$ cat src/inc/wdt_consts.svh
`ifndef WDT_CONSTS_SVH
`define WDT_CONSTS_SVH
// register indices; the bus byte address is four times the index
`define IDX_PRESCALE 8'h09
`define IDX_STATUS 8'h0A
`define IDX_CONTROL 8'h10
`define ADDR_PRESCALE (`IDX_PRESCALE << 2)
`define ADDR_STATUS (`IDX_STATUS << 2)
`define ADDR_CONTROL (`IDX_CONTROL << 2)
// field positions
`define STATUS_PDF_BIT 4
`define STATUS_TO_BIT 5
`define CTRL_WDT_EN_BIT 0
`define CTRL_WDT_SRC_BIT 1
`define CTRL_STACK_FULL_BIT 2
// reset values
`define PRESCALE_RESET 8'h07
`define CONTROL_RESET 8'h01
// timing
`define INSTR_DIV 4
`define BASE_DIV_BITS 8
`define STARTUP_CLOCKS 1024
`endif

$ cat src/inc/wdt_pkg.sv
package wdt_pkg;
    typedef enum logic [3:0] {
        ST_RUN = 4'h1,
        ST_HALT = 4'h2,
        ST_STARTUP = 4'h4,
        ST_DUMMY = 4'h8
    } power_state_type;
    typedef enum logic [1:0] {
        WAKE_NONE = 2'h0,
        WAKE_PORT = 2'h1,
        WAKE_IRQ = 2'h2,
        WAKE_WDT = 2'h3
    } wake_cause_type;
endpackage : wdt_pkg

$ cat src/watchdog_halt_reset_control.sv
`timescale 1ns/10ps
`include "wdt_consts.svh"
module watchdog_halt_reset_control
    import wdt_pkg::*;
#(
    parameter int PORT_WIDTH = 8,
    parameter int IRQ_WIDTH = 3,
    parameter int STARTUP_COUNT = `STARTUP_CLOCKS,
    parameter logic [7:0] WAKE_MASK = 8'hFF
) (
    input wire logic clk_in, // system clock, 250 mhz
    input wire logic reset_n_in, // power-up reset, active low
    input wire logic rc_osc_in, // dedicated watchdog oscillator level
    input wire logic ext_reset_n_in, // external reset pin, active low
    input wire logic [PORT_WIDTH-1:0] port_a_in, // port a pins
    input wire logic clear_instr_in, // watchdog clear instruction pulse
    input wire logic halt_instr_in, // halt instruction pulse
    input wire logic [IRQ_WIDTH-1:0] irq_flag_in, // interrupt request flags
    input wire logic [IRQ_WIDTH-1:0] irq_enable_in, // per-source enables
    input wire logic global_irq_en_in, // master interrupt enable
    // axi4-lite slave
    input wire logic [7:0] s_axi_awaddr, // write address
    input wire logic s_axi_awvalid, // write address valid
    output logic s_axi_awready, // write address ready
    input wire logic [31:0] s_axi_wdata, // write data
    input wire logic [3:0] s_axi_wstrb, // write strobes
    input wire logic s_axi_wvalid, // write data valid
    output logic s_axi_wready, // write data ready
    output logic [1:0] s_axi_bresp, // write response
    output logic s_axi_bvalid, // write response valid
    input wire logic s_axi_bready, // write response ready
    input wire logic [7:0] s_axi_araddr, // read address
    input wire logic s_axi_arvalid, // read address valid
    output logic s_axi_arready, // read address ready
    output logic [31:0] s_axi_rdata, // read data
    output logic [1:0] s_axi_rresp, // read response
    output logic s_axi_rvalid, // read data valid
    input wire logic s_axi_rready, // read data ready
    // core control
    output logic core_hold_out, // core stalled (halt, startup or dummy cycle)
    output logic sys_osc_en_out, // system oscillator enable
    output logic chip_reset_out, // one-cycle full chip reset
    output logic warm_reset_out, // one-cycle pc and sp clear
    output logic irq_vector_out, // one-cycle: take interrupt vector
    output logic resume_next_out, // one-cycle: continue next instruction
    output logic timeout_flag_out, // status timeout flag
    output logic powerdown_flag_out // status powerdown flag
);
    localparam int CNT_W = `BASE_DIV_BITS + 7;
    localparam logic [10:0] STARTUP_LAST = 11'(STARTUP_COUNT - 1);

    typedef struct packed {
        logic [7:0] prescale;
        logic [7:0] control;
        logic timeout_flag;
        logic powerdown_flag;
        power_state_type pstate;
        wake_cause_type cause;
        logic [10:0] startup_cnt;
        logic [1:0] instr_div;
        logic rc_prev;
        logic [CNT_W-1:0] wdt_cnt;
        logic [IRQ_WIDTH-1:0] irq_at_halt;
        logic [PORT_WIDTH-1:0] port_prev;
        logic ext_prev;
        logic aw_held;
        logic [7:0] aw_addr;
        logic w_held;
        logic [31:0] w_data;
        logic [3:0] w_strb;
        logic bvalid;
        logic [1:0] bresp;
        logic rvalid;
        logic [31:0] rdata;
        logic [1:0] rresp;
        logic hold;
        logic osc_en;
        logic chip_rst;
        logic warm_rst;
        logic irq_vec;
        logic resume;
    } ctrl_state_type;

    ctrl_state_type state;
    ctrl_state_type next_state;
    logic [PORT_WIDTH-1:0] port_sync;
    logic ext_n_sync;
    logic rc_sync;

    // pins cross into the clock domain before any use
    sync_2ff #(.WIDTH(PORT_WIDTH + 2)) u_sync (
        .clk_in(clk_in),
        .reset_n_in(reset_n_in),
        .async_in({port_a_in, ext_reset_n_in, rc_osc_in}),
        .init_in({{PORT_WIDTH{1'b1}}, 1'b1, 1'b0}),
        .sync_out({port_sync, ext_n_sync, rc_sync})
    );

    logic wdt_en;
    logic wdt_tick;
    logic [CNT_W-1:0] wdt_limit;
    logic wdt_over;
    logic ext_fall;
    logic port_wake;
    logic irq_wake;
    logic irq_take;
    logic do_clear;
    logic do_halt;
    logic aw_go;
    logic w_go;
    logic wr_fire;
    logic [7:0] strobed;

    // event decode shared by the next-state logic
    always_comb begin
        wdt_en = state.control[`CTRL_WDT_EN_BIT];
        // rc edge, or every fourth system clock outside halt, drives the count
        if (state.control[`CTRL_WDT_SRC_BIT]) begin
            wdt_tick = rc_sync && !state.rc_prev;
        end else begin
            wdt_tick = (state.instr_div == 2'h3) &&
                (state.pstate != ST_HALT);
        end
        // 256 base steps times 2^n prescale steps
        wdt_limit = CNT_W'((32'd1 << (`BASE_DIV_BITS +
            32'(state.prescale[2:0]))) - 1);
        wdt_over = wdt_en && wdt_tick && (state.wdt_cnt >= wdt_limit);
        ext_fall = !ext_n_sync && state.ext_prev;
        port_wake = |(state.port_prev & ~port_sync &
            WAKE_MASK[PORT_WIDTH-1:0]);
        // flags already pending at halt entry cannot wake
        irq_wake = |(irq_flag_in & ~state.irq_at_halt);
        irq_take = global_irq_en_in && !core_stack_full() &&
            |(irq_flag_in & irq_enable_in & ~state.irq_at_halt);
        do_clear = clear_instr_in && wdt_en && state.pstate == ST_RUN;
        do_halt = halt_instr_in && state.pstate == ST_RUN;
        aw_go = s_axi_awvalid && !state.aw_held && !state.bvalid;
        w_go = s_axi_wvalid && !state.w_held && !state.bvalid;
        wr_fire = (state.aw_held || aw_go) && (state.w_held || w_go);
        strobed = state.w_held ? state.w_data[7:0] : s_axi_wdata[7:0];
    end

    function automatic logic core_stack_full();
        return state.control[`CTRL_STACK_FULL_BIT];
    endfunction : core_stack_full

    // next-state logic for watchdog, power states, flags and bus
    always_comb begin
        next_state = state;
        next_state.chip_rst = 1'b0;
        next_state.warm_rst = 1'b0;
        next_state.irq_vec = 1'b0;
        next_state.resume = 1'b0;
        next_state.instr_div = state.instr_div + 2'h1;
        next_state.rc_prev = rc_sync;
        next_state.port_prev = port_sync;
        next_state.ext_prev = ext_n_sync;
        if (wdt_en && wdt_tick) begin
            next_state.wdt_cnt = state.wdt_cnt + CNT_W'(1);
        end

        case (state.pstate)
            ST_RUN: begin
                if (do_halt) begin
                    next_state.pstate = ST_HALT;
                    next_state.osc_en = 1'b0;
                    next_state.hold = 1'b1;
                    next_state.powerdown_flag = 1'b1;
                    next_state.timeout_flag = 1'b0;
                    next_state.wdt_cnt = '0;
                    next_state.irq_at_halt = irq_flag_in;
                end else if (wdt_over) begin
                    // run-mode overflow; powerdown left as is
                    next_state.chip_rst = 1'b1;
                    next_state.timeout_flag = 1'b1;
                    next_state.wdt_cnt = '0;
                    next_state.prescale = `PRESCALE_RESET;
                end else if (do_clear) begin
                    next_state.wdt_cnt = '0;
                    next_state.powerdown_flag = 1'b0;
                    next_state.timeout_flag = 1'b0;
                end
            end
            ST_HALT: begin
                // pin reset handled below; others start the delay
                if (wdt_over) begin
                    next_state.cause = WAKE_WDT;
                    next_state.timeout_flag = 1'b1;
                    next_state.wdt_cnt = '0;
                end else if (port_wake) begin
                    next_state.cause = WAKE_PORT;
                end else if (irq_wake) begin
                    next_state.cause = WAKE_IRQ;
                end
                if (wdt_over || port_wake || irq_wake) begin
                    next_state.pstate = ST_STARTUP;
                    next_state.osc_en = 1'b1;
                    next_state.startup_cnt = '0;
                end
            end
            ST_STARTUP: begin
                next_state.startup_cnt = state.startup_cnt + 11'h1;
                if (state.startup_cnt == STARTUP_LAST) begin
                    next_state.startup_cnt = '0;
                    if (state.cause == WAKE_IRQ && irq_take) begin
                        next_state.pstate = ST_DUMMY;
                    end else begin
                        next_state.pstate = ST_RUN;
                        next_state.hold = 1'b0;
                        next_state.cause = WAKE_NONE;
                        next_state.warm_rst = state.cause == WAKE_WDT;
                        next_state.resume = state.cause != WAKE_WDT;
                    end
                end
            end
            ST_DUMMY: begin
                // extra cycle before the service routine
                next_state.pstate = ST_RUN;
                next_state.hold = 1'b0;
                next_state.cause = WAKE_NONE;
                next_state.irq_vec = 1'b1;
            end
            default: begin
                next_state.pstate = ST_RUN;
                next_state.hold = 1'b0;
            end
        endcase

        // pin reset: full init, no startup delay
        if (ext_fall || (!ext_n_sync && state.pstate != ST_RUN)) begin
            if (state.pstate != ST_RUN) begin
                next_state.timeout_flag = 1'b0;
                next_state.powerdown_flag = 1'b1;
            end
            next_state.pstate = ST_RUN;
            next_state.hold = 1'b0;
            next_state.osc_en = 1'b1;
            next_state.cause = WAKE_NONE;
            next_state.chip_rst = 1'b1;
            next_state.prescale = `PRESCALE_RESET;
        end
        if (!ext_n_sync) begin
            next_state.wdt_cnt = '0;
        end

        // axi4-lite write: address and data accepted in either order
        if (aw_go) begin
            next_state.aw_held = 1'b1;
            next_state.aw_addr = s_axi_awaddr;
        end
        if (w_go) begin
            next_state.w_held = 1'b1;
            next_state.w_data = s_axi_wdata;
            next_state.w_strb = s_axi_wstrb;
        end
        if (wr_fire) begin
            next_state.aw_held = 1'b0;
            next_state.w_held = 1'b0;
            next_state.bvalid = 1'b1;
            next_state.bresp = 2'h0;
            if (w_go ? s_axi_wstrb[0] : state.w_strb[0]) begin
                case (aw_go ? s_axi_awaddr : state.aw_addr)
                    `ADDR_PRESCALE: begin
                        if (wdt_en) begin
                            next_state.prescale = strobed;
                        end
                    end
                    `ADDR_STATUS: ; // flags are hardware-owned
                    `ADDR_CONTROL: next_state.control = strobed;
                    default: next_state.bresp = 2'h2;
                endcase
            end else if ((aw_go ? s_axi_awaddr : state.aw_addr) !=
                    `ADDR_PRESCALE &&
                    (aw_go ? s_axi_awaddr : state.aw_addr) != `ADDR_STATUS &&
                    (aw_go ? s_axi_awaddr : state.aw_addr) !=
                    `ADDR_CONTROL) begin
                next_state.bresp = 2'h2;
            end
        end
        if (state.bvalid && s_axi_bready) begin
            next_state.bvalid = 1'b0;
        end

        // axi4-lite read: one cycle after address acceptance
        if (s_axi_arvalid && !state.rvalid) begin
            next_state.rvalid = 1'b1;
            next_state.rresp = 2'h0;
            next_state.rdata = '0;
            case (s_axi_araddr)
                `ADDR_PRESCALE: next_state.rdata[7:0] = state.prescale;
                `ADDR_STATUS: begin
                    next_state.rdata[`STATUS_PDF_BIT] = state.powerdown_flag;
                    next_state.rdata[`STATUS_TO_BIT] = state.timeout_flag;
                end
                `ADDR_CONTROL: next_state.rdata[7:0] = state.control;
                default: next_state.rresp = 2'h2;
            endcase
        end else if (state.rvalid && s_axi_rready) begin
            next_state.rvalid = 1'b0;
        end
    end

    // power-up reset clears both flags and starts the startup delay
    always_ff @(posedge clk_in) begin
        if (!reset_n_in) begin
            state <= '0;
            state.prescale <= `PRESCALE_RESET;
            state.control <= `CONTROL_RESET;
            state.pstate <= ST_STARTUP;
            state.cause <= WAKE_NONE;
            state.hold <= 1'b1;
            state.osc_en <= 1'b1;
            state.port_prev <= '1;
            state.ext_prev <= 1'b1;
        end else begin
            state <= next_state;
        end
    end

    assign s_axi_awready = !state.aw_held && !state.bvalid;
    assign s_axi_wready = !state.w_held && !state.bvalid;
    assign s_axi_bvalid = state.bvalid;
    assign s_axi_bresp = state.bresp;
    assign s_axi_arready = !state.rvalid;
    assign s_axi_rvalid = state.rvalid;
    assign s_axi_rdata = state.rdata;
    assign s_axi_rresp = state.rresp;
    assign core_hold_out = state.hold;
    assign sys_osc_en_out = state.osc_en;
    assign chip_reset_out = state.chip_rst;
    assign warm_reset_out = state.warm_rst;
    assign irq_vector_out = state.irq_vec;
    assign resume_next_out = state.resume;
    assign timeout_flag_out = state.timeout_flag;
    assign powerdown_flag_out = state.powerdown_flag;
endmodule : watchdog_halt_reset_control

$ cat src/sync_2ff.sv
`timescale 1ns/10ps
// two-flop synchroniser; first stage is read only by the second
module sync_2ff #(
    parameter int WIDTH = 1
) (
    input wire logic clk_in, // clock
    input wire logic reset_n_in, // sync reset, active low
    input wire logic [WIDTH-1:0] async_in, // asynchronous level
    input wire logic [WIDTH-1:0] init_in, // value held during reset
    output logic [WIDTH-1:0] sync_out // synchronised level
);
    typedef struct packed {
        logic [WIDTH-1:0] meta;
        logic [WIDTH-1:0] stable;
    } sync_state_type;
    sync_state_type state;
    sync_state_type next_state;

    // shift one stage per clock
    always_comb begin
        next_state.meta = async_in;
        next_state.stable = state.meta;
    end

    // init comes from constants at the instance, so reset stays constant
    always_ff @(posedge clk_in) begin
        if (!reset_n_in) begin
            state <= {init_in, init_in};
        end else begin
            state <= next_state;
        end
    end

    assign sync_out = state.stable;
endmodule : sync_2ff

$ cat config.mk
export PLATFORM = sky130hd
export DESIGN_NAME = watchdog_halt_reset_control
export DESIGN_NICKNAME = d
export VERILOG_FILES = /design/src/inc/wdt_pkg.sv /design/src/watchdog_halt_reset_control.sv /design/src/sync_2ff.sv
export VERILOG_INCLUDE_DIRS = /design/src /design/src/inc
export SDC_FILE = /design/constraint.sdc
export NUM_CORES = 1
export LEC_CHECK = 0
export BUFFER_PORTS_ARGS = -buffer_cell sky130_fd_sc_hd__buf_2
export CAP_MARGIN = 10
export CORE_MARGIN = 1
export CORE_UTILIZATION = 45
export DETAILED_ROUTE_END_ITERATION = 10
export MAX_ROUTING_LAYER = met4
export PLACE_DENSITY = 0.74
export SLEW_MARGIN = 5
export SYNTH_ARGS = -nofsm -noshare
export SYNTH_HDL_FRONTEND = slang
export SYNTH_SLANG_ARGS = --single-unit
export TNS_END_PERCENT = 1
$ cat constraint.sdc
create_clock -name clk_in -period 2.6 [get_ports clk_in]
set_input_delay 0.52 -clock clk_in [delete_from_list [all_inputs] [get_ports clk_in]]
set_output_delay 0.52 -clock clk_in [all_outputs]
set_load 0.02 [all_outputs]
After elaboration in Yosys (flattened, before gate mapping)
Index checks and enable logic that the tools add are counted.
{"block": "word_totals", "ff_bits": 124, "in_bits": 78, "word_cells": 196}
{"block": "classes", "bitwise_logic": 9, "shift": 1, "mux": 60, "reduce_logical": 58, "order_cmp": 1, "eq_ne": 30, "add_sub_neg": 5}
{"op": "$mux 8", "n": 10}
{"op": "$mux 15", "n": 5}
{"op": "$eq 8x6->1 const B", "n": 4}
{"op": "$mux 16", "n": 2}
{"op": "$pmux 15 s2", "n": 1}
{"op": "$logic_and 1x1->1", "n": 24}
{"op": "$mux 2", "n": 12}
{"op": "$pmux 11 s2", "n": 1}
{"op": "$mux 17", "n": 1}
{"op": "$eq 8x7->1 const B", "n": 2}
{"op": "$ne 8x6->1 const B", "n": 2}
{"op": "$add 15x1->15 const B", "n": 1}
{"op": "$ge 15x15->1", "n": 1}
{"op": "$mux 1", "n": 15}
{"op": "$shl 1x5->15 const A", "n": 1}
{"op": "$sub 15x1->15 const B", "n": 1}
{"op": "$mux 4", "n": 3}
{"op": "$ne 2x2->1 const B", "n": 6}
{"op": "$pmux 2 s3", "n": 2}
{"op": "$pmux 4 s3", "n": 1}
{"op": "$reduce_and 3->1", "n": 4}
{"op": "$reduce_or 3->1", "n": 4}
{"op": "$add 11x1->11 const B", "n": 1}
{"op": "$eq 11x10->1 const B", "n": 1}
{"op": "other kinds (33)", "n": 59}

Logic depth before layout (Yosys ltp)
{"block": "depth", "depth_word": 13, "depth_mapped": 10, "mapped_depth_nobuf": 8}

Cells and area by module
A second synthesis with hierarchy kept.
{"block": "unflattened", "cells_unflattened": 647, "hier_area_um2": 5829.3}
{"mod": "watchdog_halt_reset_control", "area_each_um2": 5106.1, "seq_area_each_um2": 2042.0, "instances": 1, "cells_per_inst": 605}
{"mod": "sync_2ff", "area_each_um2": 723.2, "seq_area_each_um2": 400.4, "instances": 1, "cells_per_inst": 42}

Least setup slack after synthesis
Ideal clock, no wire load.
{"block": "synth_timing", "path_type": "input-to-reg", "startpoint": "input s_axi_awvalid", "endpoint": "register state[150] in the netlist's numbering", "setup_time_ns": 0.117, "setup_slack_ns": 0.178, "cell_stages": 7, "arrival_time_ns": 2.304, "path_cell_list": "nor3b_2 buf_6 mux2i_1 o2111ai_4 nor4_4 a2111oi_4 a32o_1"}
{"block": "synth_via", "elab_chain_cells": 7, "word_cells_on_any_way": 9}
{"item": "from (decl)", "line_no": "watchdog_halt_reset_control.sv:23", "text": "input wire logic s_axi_awvalid,"}
{"item": "$logic_and 1x1->1 * (2 in series)", "line_no": "watchdog_halt_reset_control.sv:137", "text": "aw_go = s_axi_awvalid && !state.aw_held && !state.bvalid;"}
{"item": "$mux 8", "line_no": "watchdog_halt_reset_control.sv:262", "text": "case (aw_go ? s_axi_awaddr : state.aw_addr)"}
{"item": "$eq 8x6->1", "line_no": "watchdog_halt_reset_control.sv:262"}
{"item": "$mux 8", "line_no": "watchdog_halt_reset_control.sv:262"}
{"item": "$mux 16", "line_no": "watchdog_halt_reset_control.sv:261", "text": "if (w_go ? s_axi_wstrb[0] : state.w_strb[0]) begin"}
{"item": "$mux 16 *", "line_no": "watchdog_halt_reset_control.sv:256", "text": "if (wr_fire) begin"}
{"item": "to (signal assigned)", "line_no": "watchdog_halt_reset_control.sv:316", "text": "state <= next_state;"}
{"item": "to (decl)", "line_no": "watchdog_halt_reset_control.sv:84", "text": "ctrl_state_type state;"}
Every way passes the cells marked *; elsewhere a longest branch is shown, timed or not.
A chain may end at the register's enable or synchronous reset.

Worst setup path in the final report
{"block": "layout_timing", "startpoint": "register state[148] in the netlist's numbering", "endpoint": "register state[149] in the netlist's numbering"}
{"block": "layout_via", "elab_chain_cells": 13}
{"item": "$add 4x3->5 (no line) *"}
{"item": "$shl 1x5->15 *", "line_no": "watchdog_halt_reset_control.sv:125", "text": "wdt_limit = CNT_W'((32'd1 << (`BASE_DIV_BITS +"}
{"item": "$sub 15x1->15 *", "line_no": "watchdog_halt_reset_control.sv:125"}
{"item": "$ge 15x15->1 *", "line_no": "watchdog_halt_reset_control.sv:127", "text": "wdt_over = wdt_en && wdt_tick && (state.wdt_cnt >= wdt_limit);"}
{"item": "$logic_and 1x1->1 *", "line_no": "watchdog_halt_reset_control.sv:127"}
{"item": "$mux 8 *", "line_no": "watchdog_halt_reset_control.sv:172", "text": "end else if (wdt_over) begin"}
{"item": "$mux 8 *", "line_no": "watchdog_halt_reset_control.sv:164", "text": "if (do_halt) begin"}
{"item": "$mux 8 *", "line_no": "watchdog_halt_reset_control.sv:162", "text": "case (state.pstate)"}
{"item": "$mux 8 *", "line_no": "watchdog_halt_reset_control.sv:230", "text": "if (ext_fall || (!ext_n_sync && state.pstate != ST_RUN)) begin"}
{"item": "$mux 8", "line_no": "watchdog_halt_reset_control.sv:264", "text": "if (wdt_en) begin"}
{"item": "$mux 8", "line_no": "watchdog_halt_reset_control.sv:262"}
{"item": "$mux 16", "line_no": "watchdog_halt_reset_control.sv:261"}
{"item": "$mux 16 *", "line_no": "watchdog_halt_reset_control.sv:256"}
Marked as above.

==> flow_metrics.py <==
metrics = {
    "outcome": {
        "status": "complete, but fails checks",
        "violations": "design-rule violations",
    },
    "power_and_ir_drop": {
        "internal-power_uw": 3600,
        "vdd_drop_max_mv": 0.491,
        "powerDensity_nw_per_um2": 768,
        "design_power_total_uw": 5000,
        "netSwitchingPower_uw": 1390,
        "clkPwrFrac_pct": 46.5,
        "seq_power_share_pct": 40.7,
        "p_leak_uw": 0.00275,
        "power_frac_comb_pct": 12.7,
        "sw_frac_of_total_pct": 27.9,
    },
    "logic_synthesis": {
        "synth-seq-cells": 122,
        "ys_seq_area_share_pct": 44.6,
        "synth_area_um2": 5480,
        "avgSynthCellArea_um2": 9.14,
        "ys_types": 66,
        "synth_warnings": 0,
        "synth-edff-count": 0,
        "synthCells": 599,
        "ys.flop_type": "dfxtp_1",
        "async_flop_share_pct": 0,
    },
    "floorplan": {
        "die_area_um2": 12600,
        "core_area_um2": 11600,
        "die_x_um": 112,
        "num_rows": 39,
        "die_y_um": 112,
        "start_util_pct": 47.1,
        "io_pins": 127,
    },
    "setup_path": {
        "cpLargestDelayFamily": "compound AO/OA/AOI/OAI gates",
        "crit_path_cell_trace": "nor2_1 -> ha_1 -> a21oi_1 -> nor2b_1 -> o311ai_2 -> nand2_1 -> a2111oi_4 -> buf_4 -> a32oi_1",
        "critPathLaunchType": "register",
        "path_class": "register to register",
        "crit_slowest_cell": "dfxtp_1",
        "cp_max_fo": 8,
        "path_buf_inv": 1,
        "cp-end-kind": "register",
        "crit_required_ps": 2870,
        "arrival_ps": 2720,
        "max_stage_delay_ps": 460,
    },
    "drt": {
        "drc": 5,
        "wl_per_cell_um": 14.1,
        "first_pass_iters": 10,
        "ant_nets": 0,
        "drt_iter0_markers": 262,
        "vias": 4454,
        "vias_per_cell": 5.33,
        "wl_um": 11800,
    },
    "clocking": {
        "cts_buffer_depth": 2,
        "postCtsHoldBufs": 0,
        "cts_resized": 0,
        "tritoncts": "built",
        "clock_latency_ps": 420,
        "htreeDepth": 4,
        "cts_buffers": 17,
        "clkTransAtPathRegs_ps": 60,
        "cts-root-buf": "clkbuf_16",
        "cts_sinks": 122,
        "cts_setup_buffers": 0,
    },
    "place": {
        "place_inst": 804,
        "io_buffers": 73,
        "pre_cts_ws_ps": 43.2,
        "dp_hpwl_um": 8400,
        "routabilityCongestion": 0.845,
    },
    "sta": {
        "layout_min_cycle_time_ps": 2450,
        "setup_ws_ps": 152,
        "hold_ws_ps": 279,
        "fin_crit_sh_pct": 94.2,
        "setup_viol": 0,
        "relSlewSlack_pct": 59.7,
        "fin_worst_skew_ps": 16.7,
        "drv_slew": 0,
        "rsz0062_at_grt": "false",
        "hold_viol_final": 0,
        "finalSetupTns_ps": 0,
        "max_freq_ghz": 0.408,
        "worst_slew_pin_slew_ps": 603,
    },
    "final_layout": {
        "final-instance-count-excl-fill": 836,
        "antenna_cells": 0,
        "syn_to_final_growth_pct": 18.9,
        "num-fill-cells": 1006,
        "drive_gt1_share_pct": 21.6,
        "fin_nets": 768,
    },
    "run": {
        "cap_violations": 0,
    },
    "grt": {
        "grt_max_degree": 27,
        "antenna_found_initial": 0,
        "grt_pass1_wl_um": 19400,
        "globalRouteTotalUtil_pct": 20.2,
        "grt_pass1_vias": 4189,
        "grt_overflow": 0,
    },
    "min_path": {
        "min_path_type": "primary input to register",
    },
}
-- cell usage after synthesis (10+ instances only) --
cell / number / share of area (%)
a21oi_1: 25 / 2.3
buf_4: 38 / 5.2
dfxtp_1: 122 / 45
mux2i_1: 17 / 3.1
nand3_1: 17 / 1.6
nand2_1: 57 / 3.9
nand2b_1: 38 / 4.3
clkbuf_1: 12 / 0.82
xnor2_1: 13 / 2.1
nor2_1: 74 / 5.1
nor3_1: 19 / 1.7
ha_1: 10 / 2.3
inv_1: 15 / 1.0
-- layout make-up --
| class | count | area (um2) | area share [%] |
|---|---|---|---|
| sequential | 122 | 2440 | 37.5 |
| clock inverter | 14 | 150 | 2.31 |
| multi-input combinational | 428 | 2690 | 41.4 |
| tap | 143 | 179 | 2.75 |
| clock buffer | 18 | 439 | 6.75 |
| inverter | 15 | 56.3 | 0.865 |
| timing repair buffer | 96 | 551 | 8.46 |
-- through the flow --
stage | instance area, um2 | util [%]
final | 6510 | 56.1
after global routing | 6510 | 56.1
after CTS | 6510 | 56.1
after detailed placement | 5920 | 51.0
after global placement | 5920 | 51.0
after floorplan | 5570 | -
-- worst register-to-register path, stage by stage, from the launching register on --
cell	delay (ps)
dfxtp_1	460
nor2_1	90
ha_1	290
a21oi_1	130
nor2b_1	70
o311ai_2	370
nand2_1	200
a2111oi_4	430
buf_4	220
a32oi_1	50
-- cell usage in the layout (no fill, tap or decap), types with 5 or more instances in the layout --
cell	instances
a211oi_1	7
a21oi_1	25
a22oi_1	9
a32o_1	5
and2_1	7
and3_1	7
buf_2	73
buf_4	22
clkbuf_16	17
conb_1	26
dfxtp_1	122
ha_1	10
inv_1	15
inv_6	6
mux2_2	7
mux2i_1	17
nand2_1	57
nand2b_1	38
nand3_1	17
nand4_1	5
nor2_1	74
nor3_1	19
o21ai_0	9
xnor2_1	13
xor2_1	5
-- sequential cells by signal, indices dropped and copies added, names as in the netlist --
| signal | flops |
|---|---|
| chip_reset_out | 1 |
| core_hold_out | 1 |
| irq_vector_out | 1 |
| powerdown_flag_out | 1 |
| resume_next_out | 1 |
| s_axi_bresp | 1 |
| s_axi_bvalid | 1 |
| s_axi_rdata | 8 |
| s_axi_rresp | 1 |
| s_axi_rvalid | 1 |
| state | 82 |
| sys_osc_en_out | 1 |
| timeout_flag_out | 1 |
| u_sync.next_state | 10 |
| u_sync.sync_out | 10 |
| warm_reset_out | 1 |
-- cells by family after synthesis --
family                   Yosys count  share of synthesized area (%)
buffers and inverters             74                           7.93
adder cells (fa/ha/maj)           10                           2.29
multiplexers                      25                           4.80
AND/OR/NAND/NOR                  255                           24.5
XOR/XNOR                          18                           2.88
flip-flops                       122                           44.6
AO/OA/AOI/OAI                     94                           12.9
other                              1                         0.0685
-- routing by layer --
| metal | share of wire (%) | global-route usage (%) | up-vias | routed length [um] |
|---|---|---|---|---|
| met5 | 0 | - | - | 0 |
| met4 | 2.2 | 10.0 | 0 | 259 |
| met3 | 6.2 | 4.86 | 23 | 732 |
| met2 | 48 | 32.0 | 164 | 5620 |
| met1 | 44 | 24.1 | 2078 | 5140 |
| li1 | - | - | 2189 | - |
-- worst paths after layout --
kind,startpoint,endpoint,slack [ps],cells past startpoint
max,state[148],state[149],150,9
min,port_a_in[0],u_sync.next_state[2],280,2
max reg2reg,state[148],state[149],150,9
min reg2reg,u_sync.next_state[7],u_sync.sync_out[7],400,1
-- power groups by stage --
stage               Combinational, uW  Sequential, uW  Clock, uW
global route                      698            2050       2450
CTS                               634            2040       2370
detailed placement                626            2080          0
finish                            636            2040       2330
floorplan                         457            2070          0
global placement                  611            2070          0
(Power assumes the default switching activity.)
